==> src/inc/prio_pkg.sv <==
// package: layout, reset values and types of the priority control register
package prio_pkg;
  localparam int unsigned DATA_W = 16;
  localparam int unsigned ADDR_W = 4;
  localparam logic [ADDR_W-1:0] PRIO_CTRL0_ADDR = 4'h0;
  localparam int unsigned TIMER_LSB = 12;
  localparam int unsigned COMPARE_LSB = 8;
  localparam int unsigned CAPTURE_LSB = 4;
  localparam int unsigned EXT_LSB = 0;
  localparam logic [2:0] PRIO_RESET = 3'h4;
  localparam logic [2:0] PRIO_OFF = 3'h0;
  localparam logic [DATA_W-1:0] WRITE_MASK = 16'h7777;
  localparam int unsigned NUM_SRC = 4;

  typedef logic [2:0] level_t;

  // one level per source, index 0 timer, 1 compare, 2 capture, 3 external line
  typedef struct packed {
    level_t ext_line_zero_priority;
    level_t capture_one_priority;
    level_t compare_one_priority;
    level_t timer_one_priority;
  } prio_fields_t;

  typedef struct packed {
    logic [ADDR_W-1:0] addr;
    logic [DATA_W-1:0] wdata;
    logic wr;
    logic rd;
  } reg_req_t;
endpackage

==> src/logic/interrupt_priority_reg_bank0.sv <==
// priority control register bank zero: four 3-bit source levels
//
// Contract
// - timer level field at bits 14..12
// - compare level field at bits 10..8
// - capture level field at bits 6..4
// - value 7 highest, nonzero ranks numerically
// - value 1 is lowest active level
// - value 0 disables the source request
//
// Design decisions made here: the register addresses and the plain strobed port.
module interrupt_priority_reg_bank0 import prio_pkg::*; (
  input wire logic clk,
  input wire logic reset_n,
  input wire reg_req_t req,
  output logic [DATA_W-1:0] rdata,
  input wire logic [NUM_SRC-1:0] src_req,
  output prio_fields_t levels,
  output logic [NUM_SRC-1:0] req_out,
  output level_t req_level
);

  // ==========================================
  // reset release
  logic rst_meta_r;
  logic rst_n_r;
  always_ff @(posedge clk or negedge reset_n) begin
    if (!reset_n) begin
      rst_meta_r <= 1'b0;
      rst_n_r <= 1'b0;
    end else begin
      // removal passes two flops so every register leaves reset on the same edge
      rst_meta_r <= 1'b1;
      rst_n_r <= rst_meta_r;
    end
  end

  // ==========================================
  // register
  function automatic logic [DATA_W-1:0] pack_reg(input prio_fields_t f);
    logic [DATA_W-1:0] v;
    v = '0;
    v[TIMER_LSB +: 3] = f.timer_one_priority;
    v[COMPARE_LSB +: 3] = f.compare_one_priority;
    v[CAPTURE_LSB +: 3] = f.capture_one_priority;
    v[EXT_LSB +: 3] = f.ext_line_zero_priority;
    return v;
  endfunction

  prio_fields_t fields_r;
  prio_fields_t fields_nxt;
  wire hit = req.addr == PRIO_CTRL0_ADDR;
  wire wr_hit = req.wr && hit;
  wire rd_hit = req.rd && hit;
  // gap bits are dropped before storage, so they can never read back
  wire [DATA_W-1:0] wmask = req.wdata & WRITE_MASK;

  always_comb begin
    fields_nxt = fields_r;
    if (wr_hit) begin
      fields_nxt.timer_one_priority = wmask[TIMER_LSB +: 3];
      fields_nxt.compare_one_priority = wmask[COMPARE_LSB +: 3];
      fields_nxt.capture_one_priority = wmask[CAPTURE_LSB +: 3];
      fields_nxt.ext_line_zero_priority = wmask[EXT_LSB +: 3];
    end
  end

  always_ff @(posedge clk or negedge rst_n_r) begin
    if (!rst_n_r) begin
      fields_r <= {PRIO_RESET, PRIO_RESET, PRIO_RESET, PRIO_RESET};
    end else begin
      fields_r <= fields_nxt;
    end
  end

  // unmapped addresses read zero; unimplemented bits always zero
  wire [DATA_W-1:0] rdata_nxt = rd_hit ? pack_reg(fields_r) : '0;
  always_ff @(posedge clk or negedge rst_n_r) begin
    if (!rst_n_r) begin
      rdata <= '0;
    end else begin
      rdata <= rdata_nxt;
    end
  end

  // ==========================================
  // gating and ranking
  level_t lvl [NUM_SRC];
  assign lvl[0] = fields_r.timer_one_priority;
  assign lvl[1] = fields_r.compare_one_priority;
  assign lvl[2] = fields_r.capture_one_priority;
  assign lvl[3] = fields_r.ext_line_zero_priority;

  // gating ahead of the output flop: req_out drops a source one cycle after its level is written to 0, together with levels
  logic [NUM_SRC-1:0] gated;
  genvar gi;
  generate
    for (gi = 0; gi < NUM_SRC; gi++) begin : g_gate
      assign gated[gi] = src_req[gi] && (lvl[gi] != PRIO_OFF);
    end
  endgenerate

  // highest pending level; a plain numeric compare makes 7 top and 1 bottom
  level_t best;
  always_comb begin
    best = PRIO_OFF;
    for (int i = 0; i < NUM_SRC; i++) begin
      if (gated[i] && (lvl[i] > best)) begin
        best = lvl[i];
      end
    end
  end

  always_ff @(posedge clk or negedge rst_n_r) begin
    if (!rst_n_r) begin
      levels <= {PRIO_RESET, PRIO_RESET, PRIO_RESET, PRIO_RESET};
      req_out <= '0;
      req_level <= PRIO_OFF;
    end else begin
      levels <= fields_r;
      req_out <= gated;
      req_level <= best;
    end
  end

  // ==========================================
  // checks
  a_read_back_zero: assert property (@(posedge clk) disable iff (!rst_n_r)
    ##1 1'b1 |-> ((rdata & ~WRITE_MASK) == '0))
    else $error("unimplemented bits read nonzero");
  a_timer_write: assert property (@(posedge clk) disable iff (!rst_n_r)
    wr_hit |=> fields_r.timer_one_priority == $past(req.wdata[14:12]))
    else $error("timer field not written");
  a_compare_write: assert property (@(posedge clk) disable iff (!rst_n_r)
    wr_hit |=> fields_r.compare_one_priority == $past(req.wdata[10:8]))
    else $error("compare field not written");
  a_capture_write: assert property (@(posedge clk) disable iff (!rst_n_r)
    wr_hit |=> fields_r.capture_one_priority == $past(req.wdata[6:4]))
    else $error("capture field not written");
  a_ext_write_read: assert property (@(posedge clk) disable iff (!rst_n_r)
    wr_hit ##1 (req.rd && hit) |=> rdata[2:0] == $past(req.wdata[2:0], 2))
    else $error("ext field read back wrong");
  a_disabled_silent: assert property (@(posedge clk) disable iff (!rst_n_r)
    (lvl[0] == 3'h0) |=> !req_out[0])
    else $error("disabled timer source requested");
  a_top_level: assert property (@(posedge clk) disable iff (!rst_n_r)
    (gated[1] && lvl[1] == 3'h7) |=> req_level == 3'h7)
    else $error("level 7 not ranked highest");
  a_low_level: assert property (@(posedge clk) disable iff (!rst_n_r)
    (gated == 4'h4 && lvl[2] == 3'h1) |=> req_level == 3'h1)
    else $error("level 1 source not reported");
  a_idle_level: assert property (@(posedge clk) disable iff (!rst_n_r)
    (gated == '0) |=> req_level == 3'h0)
    else $error("level reported with nothing pending");
  a_ext_write: assert property (@(posedge clk) disable iff (!rst_n_r)
    wr_hit |=> fields_r.ext_line_zero_priority == $past(req.wdata[2:0]))
    else $error("ext field not written");
  a_hold_no_write: assert property (@(posedge clk) disable iff (!rst_n_r)
    !wr_hit |=> fields_r == $past(fields_r))
    else $error("register changed without a mapped write");
  a_unmapped_keep: assert property (@(posedge clk) disable iff (!rst_n_r)
    (req.wr && !hit) |=> fields_r == $past(fields_r))
    else $error("unmapped write changed the register");

  // ==========================================
  // checks: reset values, read path and level outputs
  // the first enabled edge still shows the reset copy, so $rose marks it
  a_reset_fields: assert property (@(posedge clk) disable iff (!rst_n_r)
    $rose(rst_n_r) |-> fields_r == {4{PRIO_RESET}})
    else $error("fields not at reset level after reset");
  a_reset_outputs: assert property (@(posedge clk) disable iff (!rst_n_r)
    $rose(rst_n_r) |-> (rdata == '0 && req_out == '0 && req_level == PRIO_OFF))
    else $error("outputs not cleared by reset");
  a_rdata_idle: assert property (@(posedge clk) disable iff (!rst_n_r)
    !rd_hit |=> rdata == '0)
    else $error("read data not zero outside a read");
  a_rd_unmapped: assert property (@(posedge clk) disable iff (!rst_n_r)
    (req.rd && !hit) |=> rdata == '0)
    else $error("unmapped read returned data");
  a_read_value: assert property (@(posedge clk) disable iff (!rst_n_r)
    rd_hit |=> rdata == {1'b0, $past(fields_r.timer_one_priority), 1'b0, $past(fields_r.compare_one_priority),
      1'b0, $past(fields_r.capture_one_priority), 1'b0, $past(fields_r.ext_line_zero_priority)})
    else $error("read data does not match fields");
  a_levels_follow: assert property (@(posedge clk) disable iff (!rst_n_r)
    1'b1 |=> levels == $past(fields_r))
    else $error("level outputs lag the register");

  // ==========================================
  // checks: per-source gating and ranking
  // a tie between sources is harmless: only the level is reported
  generate
    for (gi = 0; gi < NUM_SRC; gi++) begin : g_src_chk
      a_gate_off: assert property (@(posedge clk) disable iff (!rst_n_r)
        (lvl[gi] == PRIO_OFF) |=> !req_out[gi])
        else $error("disabled source request passed");
      a_gate_pass: assert property (@(posedge clk) disable iff (!rst_n_r)
        gated[gi] |=> req_out[gi])
        else $error("enabled source request dropped");
      a_rank_floor: assert property (@(posedge clk) disable iff (!rst_n_r)
        gated[gi] |=> req_level >= $past(lvl[gi]))
        else $error("reported level below a pending source");
      a_rank_top: assert property (@(posedge clk) disable iff (!rst_n_r)
        (gated[gi] && lvl[gi] == 3'h7) |=> req_level == 3'h7)
        else $error("level 7 source not reported");
      a_low_alone: assert property (@(posedge clk) disable iff (!rst_n_r)
        (gated == (4'h1 << gi) && lvl[gi] == 3'h1) |=> req_level == 3'h1)
        else $error("lone level 1 source not reported");
    end
  endgenerate
  a_level_pending: assert property (@(posedge clk) disable iff (!rst_n_r)
    (gated != '0) |=> req_level != PRIO_OFF)
    else $error("pending source reported as level zero");
  a_req_idle: assert property (@(posedge clk) disable iff (!rst_n_r)
    (src_req == '0) |=> req_out == '0)
    else $error("request shown with no source pending");

  // ==========================================
  // coverage of the main scenarios
  c_write: cover property (@(posedge clk) disable iff (!rst_n_r) wr_hit);
  c_read: cover property (@(posedge clk) disable iff (!rst_n_r) req.rd && hit);
  c_disabled: cover property (@(posedge clk) disable iff (!rst_n_r) src_req[0] && lvl[0] == 3'h0);
  c_top: cover property (@(posedge clk) disable iff (!rst_n_r) best == 3'h7);
  c_back_to_back: cover property (@(posedge clk) disable iff (!rst_n_r) wr_hit ##1 rd_hit);

endmodule

==> config.mk <==
export PLATFORM = sky130hd
export DESIGN_NAME = interrupt_priority_reg_bank0
export DESIGN_NICKNAME = d
export VERILOG_FILES = /design/src/inc/prio_pkg.sv /design/src/logic/interrupt_priority_reg_bank0.sv
export SDC_FILE = /design/constraint.sdc
export NUM_CORES = 1
export LEC_CHECK = 0
export BUFFER_PORTS_ARGS = -buffer_cell sky130_fd_sc_hd__buf_2
export CAP_MARGIN = 25
export CELL_PAD_IN_SITES_DETAIL_PLACEMENT = 0
export CELL_PAD_IN_SITES_GLOBAL_PLACEMENT = 2
export CORE_MARGIN = 2
export CORE_UTILIZATION = 32
export DETAILED_ROUTE_END_ITERATION = 10
export PLACE_DENSITY = 0.77
export SLEW_MARGIN = 20
export SYNTH_ARGS = -nofsm -noshare
export SYNTH_HDL_FRONTEND = slang
export SYNTH_SLANG_ARGS = --single-unit
==> constraint.sdc <==
create_clock -name clk -period 1.7 [get_ports clk]
set_clock_uncertainty 0.2 [all_clocks]
set_input_delay 0.255 -clock clk [delete_from_list [all_inputs] [get_ports clk]]
set_output_delay 0.255 -clock clk [all_outputs]
set_load 0.03 [all_outputs]
==> impl_metrics.json, run 1 <==
{
  "start_util_pct": 32.6,
  "finalMaxSlewViolations": 0,
  "drt_iter0_drc": 55,
  "clock-sinks": 45,
  "end_kind": "flop",
  "port_buffers": 54,
  "ys_seq_area_share_pct": 59.5,
  "dieArea_mm2": 0.00660,
  "antenna_found_initial": 0,
  "async_flop_share_pct": 100,
  "h-tree-depth": 2,
  "maxCapViolCount": 0,
  "ant_nets": 0,
  "p_comb_share_pct": 44.9,
  "postLayoutCellArea_mm2": 0.00285,
  "ys_warn_count": 0,
  "path_max_fanout": 6,
  "status": "complete, but fails checks",
  "yosys_register_bits": 45,
  "period_share_pct": 240,
  "grt_max_degree": 44,
  "start_kind": "flop",
  "total_power_mw": 3.76,
  "violations": "setup timing",
  "path_cells": "nand2_4, ha_4, nand3b_1, a21oi_4, nand3_2, and2_4, ha_4, nor2b_4, o21ai_2, a211o_4, buf_4, a32oi_2, ha_1, nor2b_4, o21a_1, o21ai_2, mux2_4",
  "fmax_mhz": 245,
  "crit_path_top_delay_cell": "dfstp_2",
  "p_int_mw": 2.49,
  "netlist_instances": 138,
  "die_w_um": 81.2,
  "gp_congestion": 0.790,
  "crit_type": "reg2reg",
  "rsz0062_at_grt": "yes",
  "cts_root_buf": "clkbuf_8",
  "p_seq_share_pct": 36.5,
  "syn-cell-area_mm2": 0.00191,
  "worst_slew_pin_slew_ps": 528,
  "synth_edf_count": 0,
  "power_density_mw_per_mm2": 1320,
  "p_leak_nw": 1.52,
  "cts_tree": "done",
  "synth_ff_type": "dfrtp_1",
  "grt_overflow": 0,
  "num_vias": 1374,
  "grt_pass1_vias": 1352,
  "cts_inserted_buffers": 5,
  "clock_latency_ps": 290,
  "layout_setup_ws_ps": -2390,
  "io_pins": 63,
  "drive_above_1_share_pct": 60.3,
  "setup_viol": 3,
  "fp-row-count": 28,
  "cp.required_ps": 1680,
  "worstHoldPathType": "in2reg",
  "grt_usage_pct": 13.2,
  "post-route-drc-count": 0,
  "diodes": 0,
  "relSlewSlack_pct": 64.8,
  "period_needed_ps": 4090,
  "area_delta_synth_final_pct": 49.3,
  "wl_per_cell_um": 13.2,
  "detailed_place_hpwl_mm": 3.01,
  "synth.distinct_cells": 37,
  "switchingPower_mw": 1.27,
  "grt_pass1_wl_mm": 6.61,
  "nFillCells": 523,
  "avgSynthCellArea_um2": 13.8,
  "fp.coreArea_mm2": 0.00585,
  "arrival_ps": 4060,
  "clkTransAtPathRegs_ps": 80,
  "placed_area_mm2": 0.00250,
  "peakVddDrop_mv": 0.790,
  "finalHoldViolations": 0,
  "clkPwrFrac_pct": 18.7,
  "cts.path.max_buffers": 2,
  "die_h_um": 81.2,
  "drt_first_pass_iters": 4,
  "swShare_pct": 33.7,
  "routed_via_density": 4.33,
  "cp_slowest_stage_delay_ps": 550,
  "num-nets-final": 278,
  "drt-total-wl_mm": 4.20
}
==> critical path, delay by kind of cell, from the launching register on <==
kind	cells	cell delay, ps
compound gates	6	1340
fa+ha+maj	3	770
simple gates	6	640
flops	1	550
mux	1	320
buf+inv	1	140
==> metrics by stage <==
| step | setup WS, ps | setup TNS [ps] | utilization [%] | std cells | hold WS [ps] |
|---|---|---|---|---|---|
| after detailed placement | -2410 | -7070 | 42.8 | 294 | -160 |
| after floorplan | -2250 | -6480 | - | 141 | -241 |
| final | -2390 | -6990 | 48.7 | 317 | 10.2 |
| after CTS | -2320 | -6780 | 47.1 | 313 | 1.90 |
| after global placement | -2340 | -6880 | 42.8 | 294 | -160 |
| after global routing | -2500 | -7350 | 48.7 | 317 | 3.88 |
==> worst paths after layout <==
check                      cells after the start           end   startpoint  slack [ps]
max in group asynchronous                      1    levels[11]      rst_n_r         790
hold reg to reg                                1     rdata[14]      rst_n_r         120
setup / recovery                              17  req_level[0]  fields_r[2]       -2390
hold / removal                                 2   fields_r[3]      req[10]          10
min in group asynchronous                      2       rst_n_r      reset_n          70
setup reg to reg                              17  req_level[0]  fields_r[2]       -2390
==> synthesized netlist by cell type, types with 3 or more instances <==
library cell | n | share of area (%)
dfstp_2 | 8 | 11
nand3_1 | 3 | 0.79
dfrtp_1 | 37 | 48
inv_1 | 9 | 1.8
mux2_4 | 11 | 8.7
and3_1 | 13 | 4.3
ha_1 | 9 | 5.9
buf_4 | 4 | 1.6
and2_1 | 3 | 0.98
nand2_1 | 4 | 0.79
and3_2 | 3 | 1.2
==> layer usage <==
| layer | part of all wire [%] | track usage (%) | wire [um] | vias up |
|---|---|---|---|---|
| li1 | - | - | - | 677 |
| met1 | 44 | 18.3 | 1860 | 661 |
| met2 | 50 | 20.6 | 2080 | 31 |
| met3 | 4.6 | 3.22 | 193 | 5 |
| met4 | 1.4 | 4.07 | 58 | 0 |
| met5 | 0 | 0 | 0 | - |
==> flip-flops by register name, summed over array words and instances (netlist names) <==
| signal | cells |
|---|---|
| rst_n_r | 1 |
| req_level | 3 |
| fields_r | 12 |
| rdata | 12 |
| req_out | 4 |
| rst_meta_r | 1 |
| levels | 12 |
==> cell type report <==
cell class / count / area [um^2] / share of cell area (%)
Sequential cell: 45 / 1140 / 39.9
Clock inverter: 1 / 5.00 / 0.176
Tap cell: 75 / 93.8 / 3.29
Inverter: 9 / 33.8 / 1.18
Clock buffer: 7 / 96.3 / 3.38
Timing Repair Buffer: 100 / 653 / 22.9
Multi-Input combinational cell: 80 / 832 / 29.2
==> cell usage in the layout, fill, tap and decap left out, types with 3 or more instances in the layout <==
cell type	count
dfstp_2	8
inv_1	9
dfrtp_1	36
buf_4	35
clkbuf_8	7
mux2_4	11
ha_4	4
dlygate4sd3_1	10
buf_2	54
ha_1	5
and3_1	13
conb_1	5
nand2_1	3
==> power groups by stage <==
stage	clock network (mW)	registers [mW]	logic, mW
final	0.702	1.37	1.69
after CTS	0.721	1.37	1.54
after floorplan	0	1.68	0.609
after detailed placement	0	1.38	1.43
after global placement	0	1.38	1.41
after global routing	0.766	1.39	1.83
==> what timing repair did <==
item,in CTS,in global routing
pin swaps,6,10
gates cloned,0,0
gates resized for setup,9,8
hold buffers,8,2
setup buffers,3,2
setup endpoints to repair,3,3
endpoints found under the hold margin,9,2
==> cell families (layout without fill, tap and decap cells) <==
family,count (synthesis),after routing,share of synthesized area [%]
AO/OA/AOI/OAI,21,21,9.37
adder cells (fa/ha/maj),9,9,5.90
flip-flops,45,45,59.5
other,2,5,0.393
multiplexers,13,13,9.83
AND/OR/NAND/NOR,32,32,10.7
buffers and inverters,16,117,4.33
No activity file was read; power rests on OpenSTA's default activity.
==> run 2: changes to the inputs <==
Settings changed: MAX_ROUTING_LAYER set to met4, SETUP_SLACK_MARGIN set to 0.2.
Clock period 1.7 ns to 4.4 ns, I/O delays scaled along.
==> run 2 against run 1 <==
  * The flow now finishes without violations
  * Non-clock buffer count fell by 37
  * Sequential share of layout area rose by 6.1 points
  * Via count fell by 7.9%
  * Sequential power fell by 59%
  * Cell count fell by 12%
  * Combinational power fell by 72%
  * Critical path depth rose by 1
  * Register-to-register slack improved by 2800 ps
==> impl_metrics.json, run 2 (synthesis results as in run 1) <==
{
  "final_common_cell": "buf_2",
  "grt_pass1_vias": 1205,
  "gp_congestion": 0.750,
  "timing.reg2reg.setup_slack_ps": 370,
  "reg_top3": "fields_r: 12 flops, levels: 12 flops, rdata: 12 flops",
  "grt_use_met1_pct": 15.7,
  "worstHoldPathType": "reg2reg",
  "drt-total-wl_mm": 3.80,
  "status": "complete, no violations",
  "cts_root_buf": "clkbuf_8",
  "wl_per_cell_um": 13.6,
  "post-route-drc-count": 0,
  "die_h_um": 81.2,
  "path_max_fanout": 6,
  "fin_util_pct": 42.2,
  "fmax_mhz": 247,
  "cp-endpoint": "req_level[0]",
  "rsz0062_at_grt": "no",
  "dieArea_mm2": 0.00660,
  "rr_startpoint": "fields_r[2]",
  "dp_cells": 270,
  "r2r_cells": 17,
  "setup_viol": 0,
  "relSlewSlack_pct": 40.5,
  "period_needed_ps": 4050,
  "antenna_found_initial": 0,
  "fp-row-count": 28,
  "start_util_pct": 32.6,
  "postLayoutCellArea_mm2": 0.00247,
  "drt_iter0_drc": 38,
  "finalHoldViolations": 0,
  "period_share_pct": 91.9,
  "ant_nets": 0,
  "start_kind": "primary input",
  "layout_setup_ws_ps": 354,
  "cts_inserted_buffers": 5,
  "grt_max_degree": 44,
  "cp.required_ps": 4380,
  "placed_area_mm2": 0.00229,
  "arrival_ps": 4030,
  "final_cell_mix": "buf_2 (53), dfrtp_1 (36), and3_1 (12)",
  "cts_tree": "done",
  "clock-sinks": 45,
  "detailed_place_hpwl_mm": 2.70,
  "fp.coreArea_mm2": 0.00585,
  "drt_first_pass_iters": 4,
  "worst_slew_pin_slew_ps": 892,
  "use_met2_pct": 19.0,
  "clkTransAtPathRegs_ps": 80,
  "power_density_mw_per_mm2": 518,
  "peakVddDrop_mv": 0.210,
  "crit_start": "src_req[0]",
  "cts.path.max_buffers": 2,
  "grt_pass1_wl_mm": 5.87,
  "rr_endpoint": "req_level[0]",
  "finalMaxSlewViolations": 0,
  "die_w_um": 81.2,
  "area_delta_synth_final_pct": 29.4,
  "grt_overflow": 0,
  "h-tree-depth": 2,
  "fin_cells": 280,
  "routed_via_density": 4.52,
  "whs_ps": 159,
  "use_met3_pct": 2.44,
  "io_pins": 63,
  "nFillCells": 542,
  "grt_usage_pct": 12.4,
  "p_leak_nw": 1.33,
  "num-nets-final": 241,
  "diodes": 0,
  "port_buffers": 54,
  "grt.busiest_layer": "met2",
  "drive_above_1_share_pct": 55.6,
  "crit_type": "in2reg",
  "setup_tns_ps": 0,
  "num_vias": 1266,
  "maxCapViolCount": 0,
  "pre_cts_ws_ps": -95.9,
  "end_kind": "flop",
  "clock_latency_ps": 290,
  "total_power_mw": 1.28
}
-- run 2: cell types whose count changed in the layout (fill, tap and decap cells not counted), sizes merged --
| cell | before | now |
|---|---|---|
| buf | 90 | 61 |
| dlygate4sd3 | 10 | 1 |
| clkinv | 1 | 2 |
-- run 2: timing repair --
| item | in CTS | in global routing |
|---|---|---|
| pin swaps | 0 | 11 |
| buffers inserted | 0 | 1 |
| gates resized for setup | 1 | 13 |
| endpoints found under the hold margin | 2 | 0 |
| hold buffers | 1 | 0 |
| setup endpoints to repair | 3 | 3 |
-- run 2: worst min path at each step --
stage          startpoint       to  depth (start not counted)
3_5_place_dp   rst_meta_r  rst_n_r                          0
6_report       rst_meta_r  rst_n_r                          0
4_1_cts        rst_meta_r  rst_n_r                          0
3_3_place_gp   rst_meta_r  rst_n_r                          0
2_1_floorplan  rst_meta_r  rst_n_r                          0
5_1_grt        rst_meta_r  rst_n_r                          0
-- run 2: power by group --
part	leakage [nW]	total, mW	internal [mW]	switching [mW]
Combinational	0.722	0.479	0.223	0.256
Clock	0.0450	0.241	0.110	0.131
Sequential	0.558	0.560	0.497	0.0627
-- run 2: layout make-up --
type | count | area, um^2 | area share [%]
repair buffers | 63 | 343 | 13.9
clock inverters | 2 | 10.0 | 0.405
inverters | 9 | 33.8 | 1.37
well taps | 75 | 93.8 | 3.80
multi-input cells | 80 | 781 | 31.6
clock buffers | 6 | 72.6 | 2.94
flip-flops and latches | 45 | 1140 | 46.0
-- run 2: per-layer routing --
metal	wire length (um)	vias up
met5	0	-
met4	79	0
met3	224	7
met2	1760	41
met1	1740	618
li1	-	600
-- run 2: critical path, stage by stage --
cell	delay (ps)
clkbuf_4	140
and2_4	160
ha_1	270
and3_4	180
a21oi_4	180
nand3_2	100
and2_4	160
ha_4	250
nor2b_4	130
o21ai_2	70
a211o_4	330
and3_4	150
o21bai_1	150
ha_1	310
nor2b_1	130
o21a_1	170
o21ai_2	180
mux2_4	310
